--- src/design/sdram_seq_defines.vh ---
// Notes on behaviour
// - Mode register set puts the mode-data value onto address lines.
// - Command 0x80808105 runs mode register set pattern at locations 5 to 8.
// - Command 0x80808130 runs refresh pattern, as many refresh cycles as the loop count (eight at init).
// - Timer issues a burst of four auto-refreshes every 62.4 microseconds.
// - All 2048 rows refreshed within 31.95 milliseconds.
// - Address split into 11 row bits and 8 column bits on shared lines.
// - Row and column strobes come from general lines one and two.
// - Address bit 10 from general line zero: address bit or fixed level.
// - Write enable comes from general line three.
`ifndef SDRAM_SEQ_DEFINES_VH
`define SDRAM_SEQ_DEFINES_VH
// Register offsets (byte addresses)
`define OFS_MODE_DATA   8'h00
`define OFS_MACH_CMD    8'h04
`define OFS_MACH_MODE   8'h08
`define OFS_PRESCALER   8'h0C
`define OFS_STATUS      8'h10
// Command words
`define CMD_MRS         32'h80808105
`define CMD_REFRESH     32'h80808130
// Machine mode register fields
`define LOOP_LSB        0
`define LOOP_MSB        3
`define LOOP_RESET      4'h4
`define LOOP_NORMAL     4'h4
`define LOOP_INIT       4'h8
`define MODE_DATA_RESET 12'h000
`define TMR_EN_BIT      4
// Pattern memory locations of mode register set
`define MRS_FIRST       3'h5
`define MRS_LAST        4'h8
// Timing: refresh interval in ns, clock period in ns
`define REF_INTERVAL_NS 62400
`define CLK_PERIOD_NS   8
`define REF_CYCLES      (`REF_INTERVAL_NS / `CLK_PERIOD_NS)
// Command gap after each auto-refresh, cycles
`define REF_GAP         4'h7
// SDRAM command encodings {ras_n, cas_n, we_n}
`define SD_NOP          3'h7
`define SD_REFRESH      3'h1
`define SD_MRS          3'h0
`define SD_PRECHARGE    3'h2
`endif

--- src/design/refresh_timer.v ---
`timescale 1ns/1ps
`include "sdram_seq_defines.vh"
// Periodic refresh request generator
module refresh_timer #(
    parameter PERIOD = `REF_CYCLES
) (
    // Clock and reset
    input  wire        ref_clk,
    input  wire        sys_rst,
    // Control
    input  wire        enable,
    // One-cycle request
    output reg         tick_r
);
    reg [19:0] count_r;

    // Free-running down counter; restarts whenever disabled
    always @(posedge ref_clk)
    begin
        if (sys_rst || !enable)
        begin
            count_r <= PERIOD[19:0] - 20'h00001;
            tick_r  <= 1'b0;
        end
        else if (count_r == 20'h00000)
        begin
            count_r <= PERIOD[19:0] - 20'h00001;
            tick_r  <= 1'b1;
        end
        else
        begin
            count_r <= count_r - 20'h00001;
            tick_r  <= 1'b0;
        end
    end
endmodule // refresh_timer

--- src/design/sdram_init_refresh_sequencer.v ---
`timescale 1ns/1ps
`include "sdram_seq_defines.vh"
// SDRAM mode-set and refresh sequencer with register port
module sdram_init_refresh_sequencer #(
    parameter REF_PERIOD = `REF_CYCLES,
    parameter ROW_BITS   = 11,
    parameter COL_BITS   = 8
) (
    // Clock and reset
    input  wire        ref_clk,
    input  wire        sys_rst,
    // Register port
    input  wire [7:0]  reg_addr,
    input  wire [31:0] reg_wdata,
    input  wire        reg_wr,
    input  wire        reg_rd,
    output reg  [31:0] reg_rdata_r,
    // SDRAM pins
    output reg         sd_cs_n_r,
    output reg         general_line_zero_r,
    output reg         general_line_one_r,
    output reg         general_line_two_r,
    output reg         general_line_three_r,
    output reg  [9:0]  sd_addr_r,
    // Status
    output wire        sdram_ready
);
    // One-hot states. The controller only issues what the two command
    // words and the timer ask for; normal reads and writes belong to
    // another block, which must wait for sdram_ready.
    localparam S_IDLE = 4'b0001;
    localparam S_MRS  = 4'b0010;
    localparam S_REF  = 4'b0100;
    localparam S_GAP  = 4'b1000;

    // Software-visible registers; the prescaler is stored for readback
    // only, since the period parameter already fixes the tick spacing
    reg [11:0] mode_data_register_r;
    reg [31:0] machine_b_mode_register_r;
    reg [15:0] refresh_timer_prescaler_r;
    // Sequencer progress and burst bookkeeping
    reg        mrs_done_r;
    reg        init_ref_done_r;
    reg [3:0]  state_r;
    reg [3:0]  step_r;
    reg [3:0]  beats_r;
    reg [3:0]  gap_r;
    reg        pend_r;
    wire       tick;
    wire [3:0] loop_count;
    wire       cmd_wr;
    wire       cmd_mrs_hit;
    wire       cmd_ref_hit;

    assign loop_count = machine_b_mode_register_r[`LOOP_MSB:`LOOP_LSB];

    // Command port decode. Only the two known words start anything;
    // every other word written to the command offset is dropped silently.
    assign cmd_wr      = reg_wr && (reg_addr == `OFS_MACH_CMD);
    assign cmd_mrs_hit = cmd_wr && (reg_wdata == `CMD_MRS);
    assign cmd_ref_hit = cmd_wr && (reg_wdata == `CMD_REFRESH);
    // Ready only after mode set, initial refresh and loop count back at four
    assign sdram_ready = mrs_done_r && init_ref_done_r &&
                         (loop_count == `LOOP_NORMAL);

    // Timer restarts from its full period whenever software turns it off
    refresh_timer #(
        .PERIOD (REF_PERIOD)
    ) u_timer (
        .ref_clk (ref_clk),
        .sys_rst (sys_rst),
        .enable  (machine_b_mode_register_r[`TMR_EN_BIT]),
        .tick_r  (tick)
    );

    // Register writes
    always @(posedge ref_clk)
    begin
        if (sys_rst)
        begin
            mode_data_register_r      <= `MODE_DATA_RESET;
            machine_b_mode_register_r <= {28'h0000000, `LOOP_RESET};
            refresh_timer_prescaler_r <= 16'h0000;
        end
        else if (reg_wr)
        begin
            case (reg_addr)
                `OFS_MODE_DATA: mode_data_register_r <= reg_wdata[11:0];
                `OFS_MACH_MODE: machine_b_mode_register_r <= reg_wdata;
                `OFS_PRESCALER: refresh_timer_prescaler_r <= reg_wdata[15:0];
                default: ;
            endcase
        end
    end

    // Read data one cycle after the strobe; unmapped reads give zero
    always @(posedge ref_clk)
    begin
        if (sys_rst)
            reg_rdata_r <= 32'h00000000;
        else if (reg_rd)
        begin
            case (reg_addr)
                `OFS_MODE_DATA: reg_rdata_r <= {20'h00000,
                                                mode_data_register_r};
                `OFS_MACH_MODE: reg_rdata_r <= machine_b_mode_register_r;
                `OFS_PRESCALER: reg_rdata_r <= {16'h0000,
                                                refresh_timer_prescaler_r};
                `OFS_STATUS:    reg_rdata_r <= {24'h000000, state_r,
                                                1'b0, sdram_ready,
                                                init_ref_done_r, mrs_done_r};
                default:        reg_rdata_r <= 32'h00000000;
            endcase
        end
        else
            reg_rdata_r <= 32'h00000000;
    end

    // Sequencer: commands from the port, periodic refresh from the timer.
    // A tick that arrives while busy is held so no refresh burst is lost.
    always @(posedge ref_clk)
    begin
        if (sys_rst)
        begin
            state_r              <= S_IDLE;
            step_r               <= 4'h0;
            beats_r              <= 4'h0;
            gap_r                <= 4'h0;
            pend_r               <= 1'b0;
            mrs_done_r           <= 1'b0;
            init_ref_done_r      <= 1'b0;
            sd_cs_n_r            <= 1'b1;
            general_line_zero_r  <= 1'b0;
            general_line_one_r   <= 1'b1;
            general_line_two_r   <= 1'b1;
            general_line_three_r <= 1'b1;
            sd_addr_r            <= 10'h000;
        end
        else
        begin
            // Default idle bus: NOP with chip deselected
            sd_cs_n_r            <= 1'b1;
            general_line_one_r   <= 1'b1;
            general_line_two_r   <= 1'b1;
            general_line_three_r <= 1'b1;
            // Ticks before mode set are dropped: refreshing an unset chip
            // buys nothing and would disturb the init order
            if (tick && mrs_done_r)
                pend_r <= 1'b1;
            case (state_r)
                // Idle: mode set wins over refresh; a pending tick
                // waits behind an explicit command rather than merging
                S_IDLE:
                begin
                    if (cmd_mrs_hit)
                    begin
                        state_r <= S_MRS;
                        step_r  <= {1'b0, `MRS_FIRST};
                    end
                    else if (cmd_ref_hit || pend_r)
                    begin
                        state_r <= S_REF;
                        beats_r <= loop_count;
                        // A tick in this very cycle re-arms the request,
                        // so the set wins over the clear
                        if (!cmd_ref_hit)
                            pend_r <= tick && mrs_done_r;
                        else if (loop_count == `LOOP_INIT)
                            init_ref_done_r <= 1'b1;
                    end
                end
                // Mode set walks the pattern steps one per cycle
                S_MRS:
                begin
                    // Steps 5..8: precharge all, then MRS, then idle
                    if (step_r == {1'b0, `MRS_FIRST})
                    begin
                        sd_cs_n_r            <= 1'b0;
                        general_line_zero_r  <= 1'b1; // all banks
                        {general_line_one_r, general_line_two_r,
                         general_line_three_r} <= `SD_PRECHARGE;
                    end
                    else if (step_r == `MRS_LAST - 4'h1)
                    begin
                        sd_cs_n_r <= 1'b0;
                        // Mode value carries burst and CAS latency
                        // fields on the row lines, top bit on line zero
                        sd_addr_r <=
                            mode_data_register_r[ROW_BITS-2:0];
                        general_line_zero_r <=
                            mode_data_register_r[ROW_BITS-1];
                        {general_line_one_r, general_line_two_r,
                         general_line_three_r} <= `SD_MRS;
                    end
                    if (step_r == `MRS_LAST)
                    begin
                        state_r    <= S_IDLE;
                        mrs_done_r <= 1'b1;
                    end
                    step_r <= step_r + 4'h1;
                end
                // One auto-refresh beat, then a fixed recovery gap
                S_REF:
                begin
                    sd_cs_n_r <= 1'b0;
                    {general_line_one_r, general_line_two_r,
                     general_line_three_r} <= `SD_REFRESH;
                    beats_r <= beats_r - 4'h1;
                    gap_r   <= `REF_GAP;
                    state_r <= S_GAP;
                end
                // Gap keeps beats eight cycles apart; no command may cut in
                S_GAP:
                begin
                    gap_r <= gap_r - 4'h1;
                    if (gap_r == 4'h1)
                        state_r <= (beats_r == 4'h0) ? S_IDLE : S_REF;
                end
                // Unreachable with one-hot coding; recover to idle
                default: state_r <= S_IDLE;
            endcase
        end
    end
endmodule // sdram_init_refresh_sequencer

--- config.mk ---
export PLATFORM = sky130hd
export DESIGN_NAME = sdram_init_refresh_sequencer
export DESIGN_NICKNAME = d
export VERILOG_FILES = /design/src/design/refresh_timer.v /design/src/design/sdram_init_refresh_sequencer.v
export VERILOG_INCLUDE_DIRS = /design/src /design/src/design
export SDC_FILE = /design/constraint.sdc
export NUM_CORES = 1
export LEC_CHECK = 0
export ABC_AREA = 1
export BUFFER_PORTS_ARGS = -buffer_cell sky130_fd_sc_hd__buf_2
export CORE_AREA = 4 4 141 143
export CTS_CLUSTER_SIZE = 16
export DETAILED_ROUTE_END_ITERATION = 8
export DIE_AREA = 0 0 145 147
export PLACE_DENSITY_LB_ADDON = 0.25
export SYNTH_ARGS = -nofsm -noshare
export SYNTH_HDL_FRONTEND = slang
export SYNTH_HIERARCHICAL = 1
export SYNTH_SLANG_ARGS = --single-unit
export TNS_END_PERCENT = 100
--- constraint.sdc ---
create_clock -name ref_clk -period 1.6 [get_ports ref_clk]
set_clock_uncertainty 0.05 [all_clocks]
set_input_delay 0.32 -clock ref_clk [delete_from_list [all_inputs] [get_ports ref_clk]]
set_output_delay 0.32 -clock ref_clk [all_outputs]
set_load 0.01 [all_outputs]
==> After elaboration in Yosys (flattened, before gate mapping) <==
Cells that the tools add are included.
{ "word_totals": {"elab_cells": 103, "output_inout_bits": 48, "regBits": 146, "inputBits": 44} }
{ "op_classes": {"reduce_logical": 29, "n_eq_ne": 22, "mux": 26, "bitwise": 4, "addsub": 4} }
{ "ops": {"columns": ["op", "n"], "rows": [
  ["$pmux W32 S4", 1],
  ["$eq A32 B32 Y1 const B", 2],
  ["$mux W4", 7],
  ["$pmux W4 S2", 3],
  ["$logic_not A20 Y1", 1],
  ["$sub A20 B1 Y20 const B", 1],
  ["$eq A4 B3 Y1 const B", 4],
  ["$eq A8 B4 Y1 const B", 2],
  ["$pmux W4 S4", 1],
  ["$eq A4 B4 Y1 const B", 3],
  ["$reduce_and A2 Y1", 6],
  ["$mux W1", 11],
  ["$ne A2 B2 Y1 const B", 5],
  ["$reduce_and A3 Y1", 3],
  ["$eq A4 B1 Y1 const B", 2],
  ["$eq A8 B3 Y1 const B", 1],
  ["$eq A8 B5 Y1 const B", 1],
  ["$logic_not A8 Y1", 1],
  ["$reduce_bool A2 Y1", 4],
  ["$sub A4 B1 Y4 const B", 2],
  ["$logic_and A1 B1 Y1", 6],
  ["$reduce_or A2 Y1", 3],
  ["$reduce_and A5 Y1", 1],
  ["$add A4 B1 Y4 const B", 1],
  ["8 further kinds", 13]
]} }

==> Logic depth before layout (Yosys ltp) <==
{ "depth": {"ltp_word": 7, "mapped_depth": 12} }

==> Cells and area by module <==
Netlist, hierarchy kept.
{ "modules_own_cells": {"columns": ["mod", "cells_each", "area_each_um2", "instances"], "rows": [
  ["sdram_init_refresh_sequencer", 715, 5351.4, 1],
  ["refresh_timer", 154, 1116.1, 1]
]} }

==> Worst setup path before layout <==
No wires, ideal clock.
{ "synth_timing": {"path_type": "input-to-reg", "from": "input port reg_addr[5]", "to": "register machine_b_mode_register_r[3]", "stages": 9, "n_path_buf": 1, "arrival_ns": 1.262, "t_required_ns": 1.429, "slack_ns": 0.166, "path_cell_list": "inv_1 -> nand2_1 -> nor2_1 -> nand4_1 -> nor2_2 -> inv_2 -> clkbuf_1 -> o21ai_0 -> a21oi_1"} }
{ "synth_via": {"elab_chain_cells": 2} }
{ "synth_rtl": {"columns": ["element", "line", "text"], "rows": [
  ["start, declared", "sdram_init_refresh_sequencer.v:13", "input wire [7:0] reg_addr,"],
  ["$eq A8 B4 Y1", "sdram_init_refresh_sequencer.v:87", "case (reg_addr)"],
  ["$reduce_and A2 Y1 (no line)", null, null],
  ["end signal, assigned", "sdram_init_refresh_sequencer.v:82", "machine_b_mode_register_r <= {28'h0000000, `LOOP_RESET};"],
  ["end signal, assigned", "sdram_init_refresh_sequencer.v:89", "`OFS_MACH_MODE: machine_b_mode_register_r <= reg_wdata;"],
  ["end, declared", "sdram_init_refresh_sequencer.v:39", "reg [31:0] machine_b_mode_register_r;"]
]} }
No other way between the ends.
A chain may end at the register's enable or synchronous reset.

==> Final worst setup path <==
{ "layout_timing": {"from": "register machine_b_mode_register_r[2]", "to": "output port sdram_ready"} }
{ "layout_via": {"elab_chain_cells": 2} }
{ "layout_rtl": {"columns": ["element", "line", "text"], "rows": [
  ["$eq A4 B3 Y1 (no line)", null, null],
  ["$logic_and A1 B1 Y1", "sdram_init_refresh_sequencer.v:63", "assign sdram_ready = mrs_done_r && init_ref_done_r &&"],
  ["end, declared", "sdram_init_refresh_sequencer.v:26", "output wire sdram_ready"]
]} }
No other way between the ends.

==> flow_summary.ini <==
[status]
status = finished, final reports clean

[clocking]
cts.sinks = 146
cts_hold_buf = 0
h-tree-depth = 4
clk_path_buf_depth = 2
cts_tree = built
clk_pin_slew_ns = 0.06
cts_buffers = 17
clk_latency_ns = 0.43
clockRootBuffer = clkbuf_16

[drt]
top_layer = met4
first_iter_violations = 341
postRouteAntennaNets = 0
dr_wl_met2_um = 8120
avgRoutedWirePerCell_um = 13.9
via_per_inst = 4.79
num_vias = 6142
routed-wl-met3_um = 991
drc_errors = 0
drtPass1Iterations = 7
wl_um = 17800
drt-met1-wl_um = 8360

[critical_path]
worstPathArrival_ns = 1.20
crit_slowest_cell = dfxtp_2
cp.depth = 3
r2r_cells = 9
required_ns = 1.23
cp_max_fo = 4
max_stage_delay_ns = 0.35
r2r-end = sd_addr_r[6]
crit_family = flip-flops
worstSetupPathType = reg -> out
start_kind = register
path_buf_inv = 1
end_kind = output pin
rrSetupSlack_ns = 0.10
path_cells = nand4_1 -> nor2_4 -> buf_6
timing.rr.start = step_r[0]

[placement]
dp_hpwl_um = 13300
place_congestion = 0.843
port_buffers = 91
pre_cts_slack_ns = -0.256

[floorplan]
rows = 50
fp.dieH_um = 147
core-area_um2 = 18600
start_util = 0.348
pin_count = 92
die_w_um = 145
die-area_um2 = 21300

[logic_synthesis]
ys_ff_latch = 146
netlist_area_um2 = 6470
yosysMostFrequentCell = dfxtp_1
synth_ff_type = dfxtp_1
ys.warnings.count = 6
syn_inst = 869
seq_area_frac_synth = 0.452
synth_cell_types = 48
netlist.area_leader.share = 0.452
syn_nets = 921
synth_edf_count = 0
synthArstFlopShare = 0
synth_area_leader_cell = dfxtp_1
synth.area.top_cells = dfxtp_1 (45%), nor2_1 (8.2%), nand2_1 (7.1%)
avgSynthCellArea_um2 = 7.44
synthTopCellsByCount = dfxtp_1 (146), nor2_1 (142), nand2_1 (122), inv_1 (90), nand3_1 (64)

[job]
drv_cap = 0

[sta]
finalSetupViolCount = 0
relSlewSlack = 0.780
hold_violations = 0
worstMarginPinSlew_ns = 0.326
min_period_ns = 1.57
worst_slack_ns = 0.0311
rsz0062_at_grt = yes
finalMaxSlewViolations = 0
fin_crit_sh = 0.981
max_freq_ghz = 0.637

[final_layout]
fin_util = 0.453
syn2layout_area_growth_pct = 30.2
drive_gt1_frac = 0.272
finalNetCount = 1086

[global_routing]
antenna_found_initial = 0
grt_pass1_vias = 5912
grt_pass1_wl_um = 29500
gr-total-overflow = 0
track_usage = 0.170
grt_max_degree = 30

[worst_hold_path]
hold_path_depth = 3
min_to = machine_b_mode_register_r[2]
hold_class = in -> reg
hold_start = reg_wdata[2]

[pwr]
power_leakage_nw = 3.55
peakVddDrop_mv = 0.856
power_density_nw_per_um2 = 970
## metal layers
metal / vias to the layer above / global-route usage
met5: - / 0
li1: 3182 / -
met1: 2792 / 0.218
met4: 0 / 0.0561
met2: 143 / 0.281
met3: 25 / 0.0457
## layout make-up
cell class                      count  area, µm²
Fill cell                        1888      10200
Clock inverter                     14        146
Inverter                           99        375
Multi-Input combinational cell    587       3020
Clock buffer                       18        439
Antenna cell                        1       2.50
Sequential cell                   146       2930
Tap cell                          234        293
Timing Repair Buffer              183       1210
## flip-flops by register name (all words and copies together) (netlist names), 4 cells and up
name                       cells
beats_r                        4
gap_r                          4
machine_b_mode_register_r     32
mode_data_register_r          12
refresh_timer_prescaler_r     16
reg_rdata_r                   32
sd_addr_r                     10
state_r                        4
step_r                         4
u_timer/count_r               20
## cells in the final DEF (no fill, tap or decap), drive strengths merged
master,synthesis,layout
a211oi,8,8
a21oi,58,58
a22oi,1,1
a31oi,4,4
a41oi,5,5
and2,3,3
buf,22,183
bufinv,0,1
clkbuf,15,18
clkinv,1,6
clkinvlp,0,2
dfxtp,146,146
diode,0,1
ha,8,8
inv,98,104
nand2,131,131
nand3,67,67
nand3b,5,5
nand4,9,9
nor2,158,158
nor3,35,35
nor4,12,12
o211ai,6,6
o21ai,62,62
o221ai,1,1
o22ai,1,1
o31ai,2,2
or2,4,4
xnor2,3,3
xor2,4,4
## per-stage QoR
step | TNS, ns | cell area (µm²) | cells | hold slack, ns | power, mW
after floorplan | 0 | 6470 | 869 | 0.316 | 4.01
after global placement | -3.15 | 7740 | 1247 | 0.325 | 4.28
after detailed placement | -3.38 | 7740 | 1247 | 0.330 | 4.28
after CTS | -0.0232 | 8350 | 1279 | 0.107 | 8.22
after global routing | -0.165 | 8420 | 1281 | 0.114 | 8.49
final | 0 | 8420 | 1282 | 0.118 | 8.17
## worst max-delay path by stage
stage	startpoint	to	slack [ns]
floorplan	reg_addr[5]	machine_b_mode_register_r[3]	0.17
finish	machine_b_mode_register_r[2]	sdram_ready	0.03
global placement	reg_wdata[12]	beats_r[0]	-0.22
CTS	machine_b_mode_register_r[3]	sdram_ready	-0.02
detailed placement	reg_wdata[12]	beats_r[0]	-0.26
global route	step_r[0]	sd_addr_r[9]	-0.03
## timing repair
item,4_1_cts,5_1_grt
gates resized for setup,10,28
setup endpoints to repair,11,20
setup buffers,0,2
pin swaps,2,4
## kinds of logic (layout without fill, tap and decap cells)
kind of cell | after synthesis | in the layout | synth area share
buf+inv | 136 | 314 | 0.0888
xor+xnor | 7 | 7 | 0.00948
fa+ha+maj | 8 | 8 | 0.0155
simple gates | 424 | 424 | 0.305
flops | 146 | 146 | 0.452
other cells | 0 | 1 | 0
compound gates | 148 | 148 | 0.130
## report_power, final
part / leakage, nW / switching [mW] / internal, mW
sequential: 1.18 / 0.0212 / 3.65
clock: 0.282 / 1.71 / 2.23
combinational: 2.09 / 0.326 / 0.221
## worst reg2reg max path: cells and delay by family (launching register included)
| kind | cells | cell delay, ns |
|---|---|---|
| adders and majority gates | 1 | 0.17 |
| and+or+nand+nor | 5 | 0.45 |
| AOI/OAI and AO/OA | 1 | 0.14 |
| buffers and inverters | 2 | 0.25 |
| DFF | 1 | 0.34 |
Note: power is estimated with default switching activity, not from simulation.
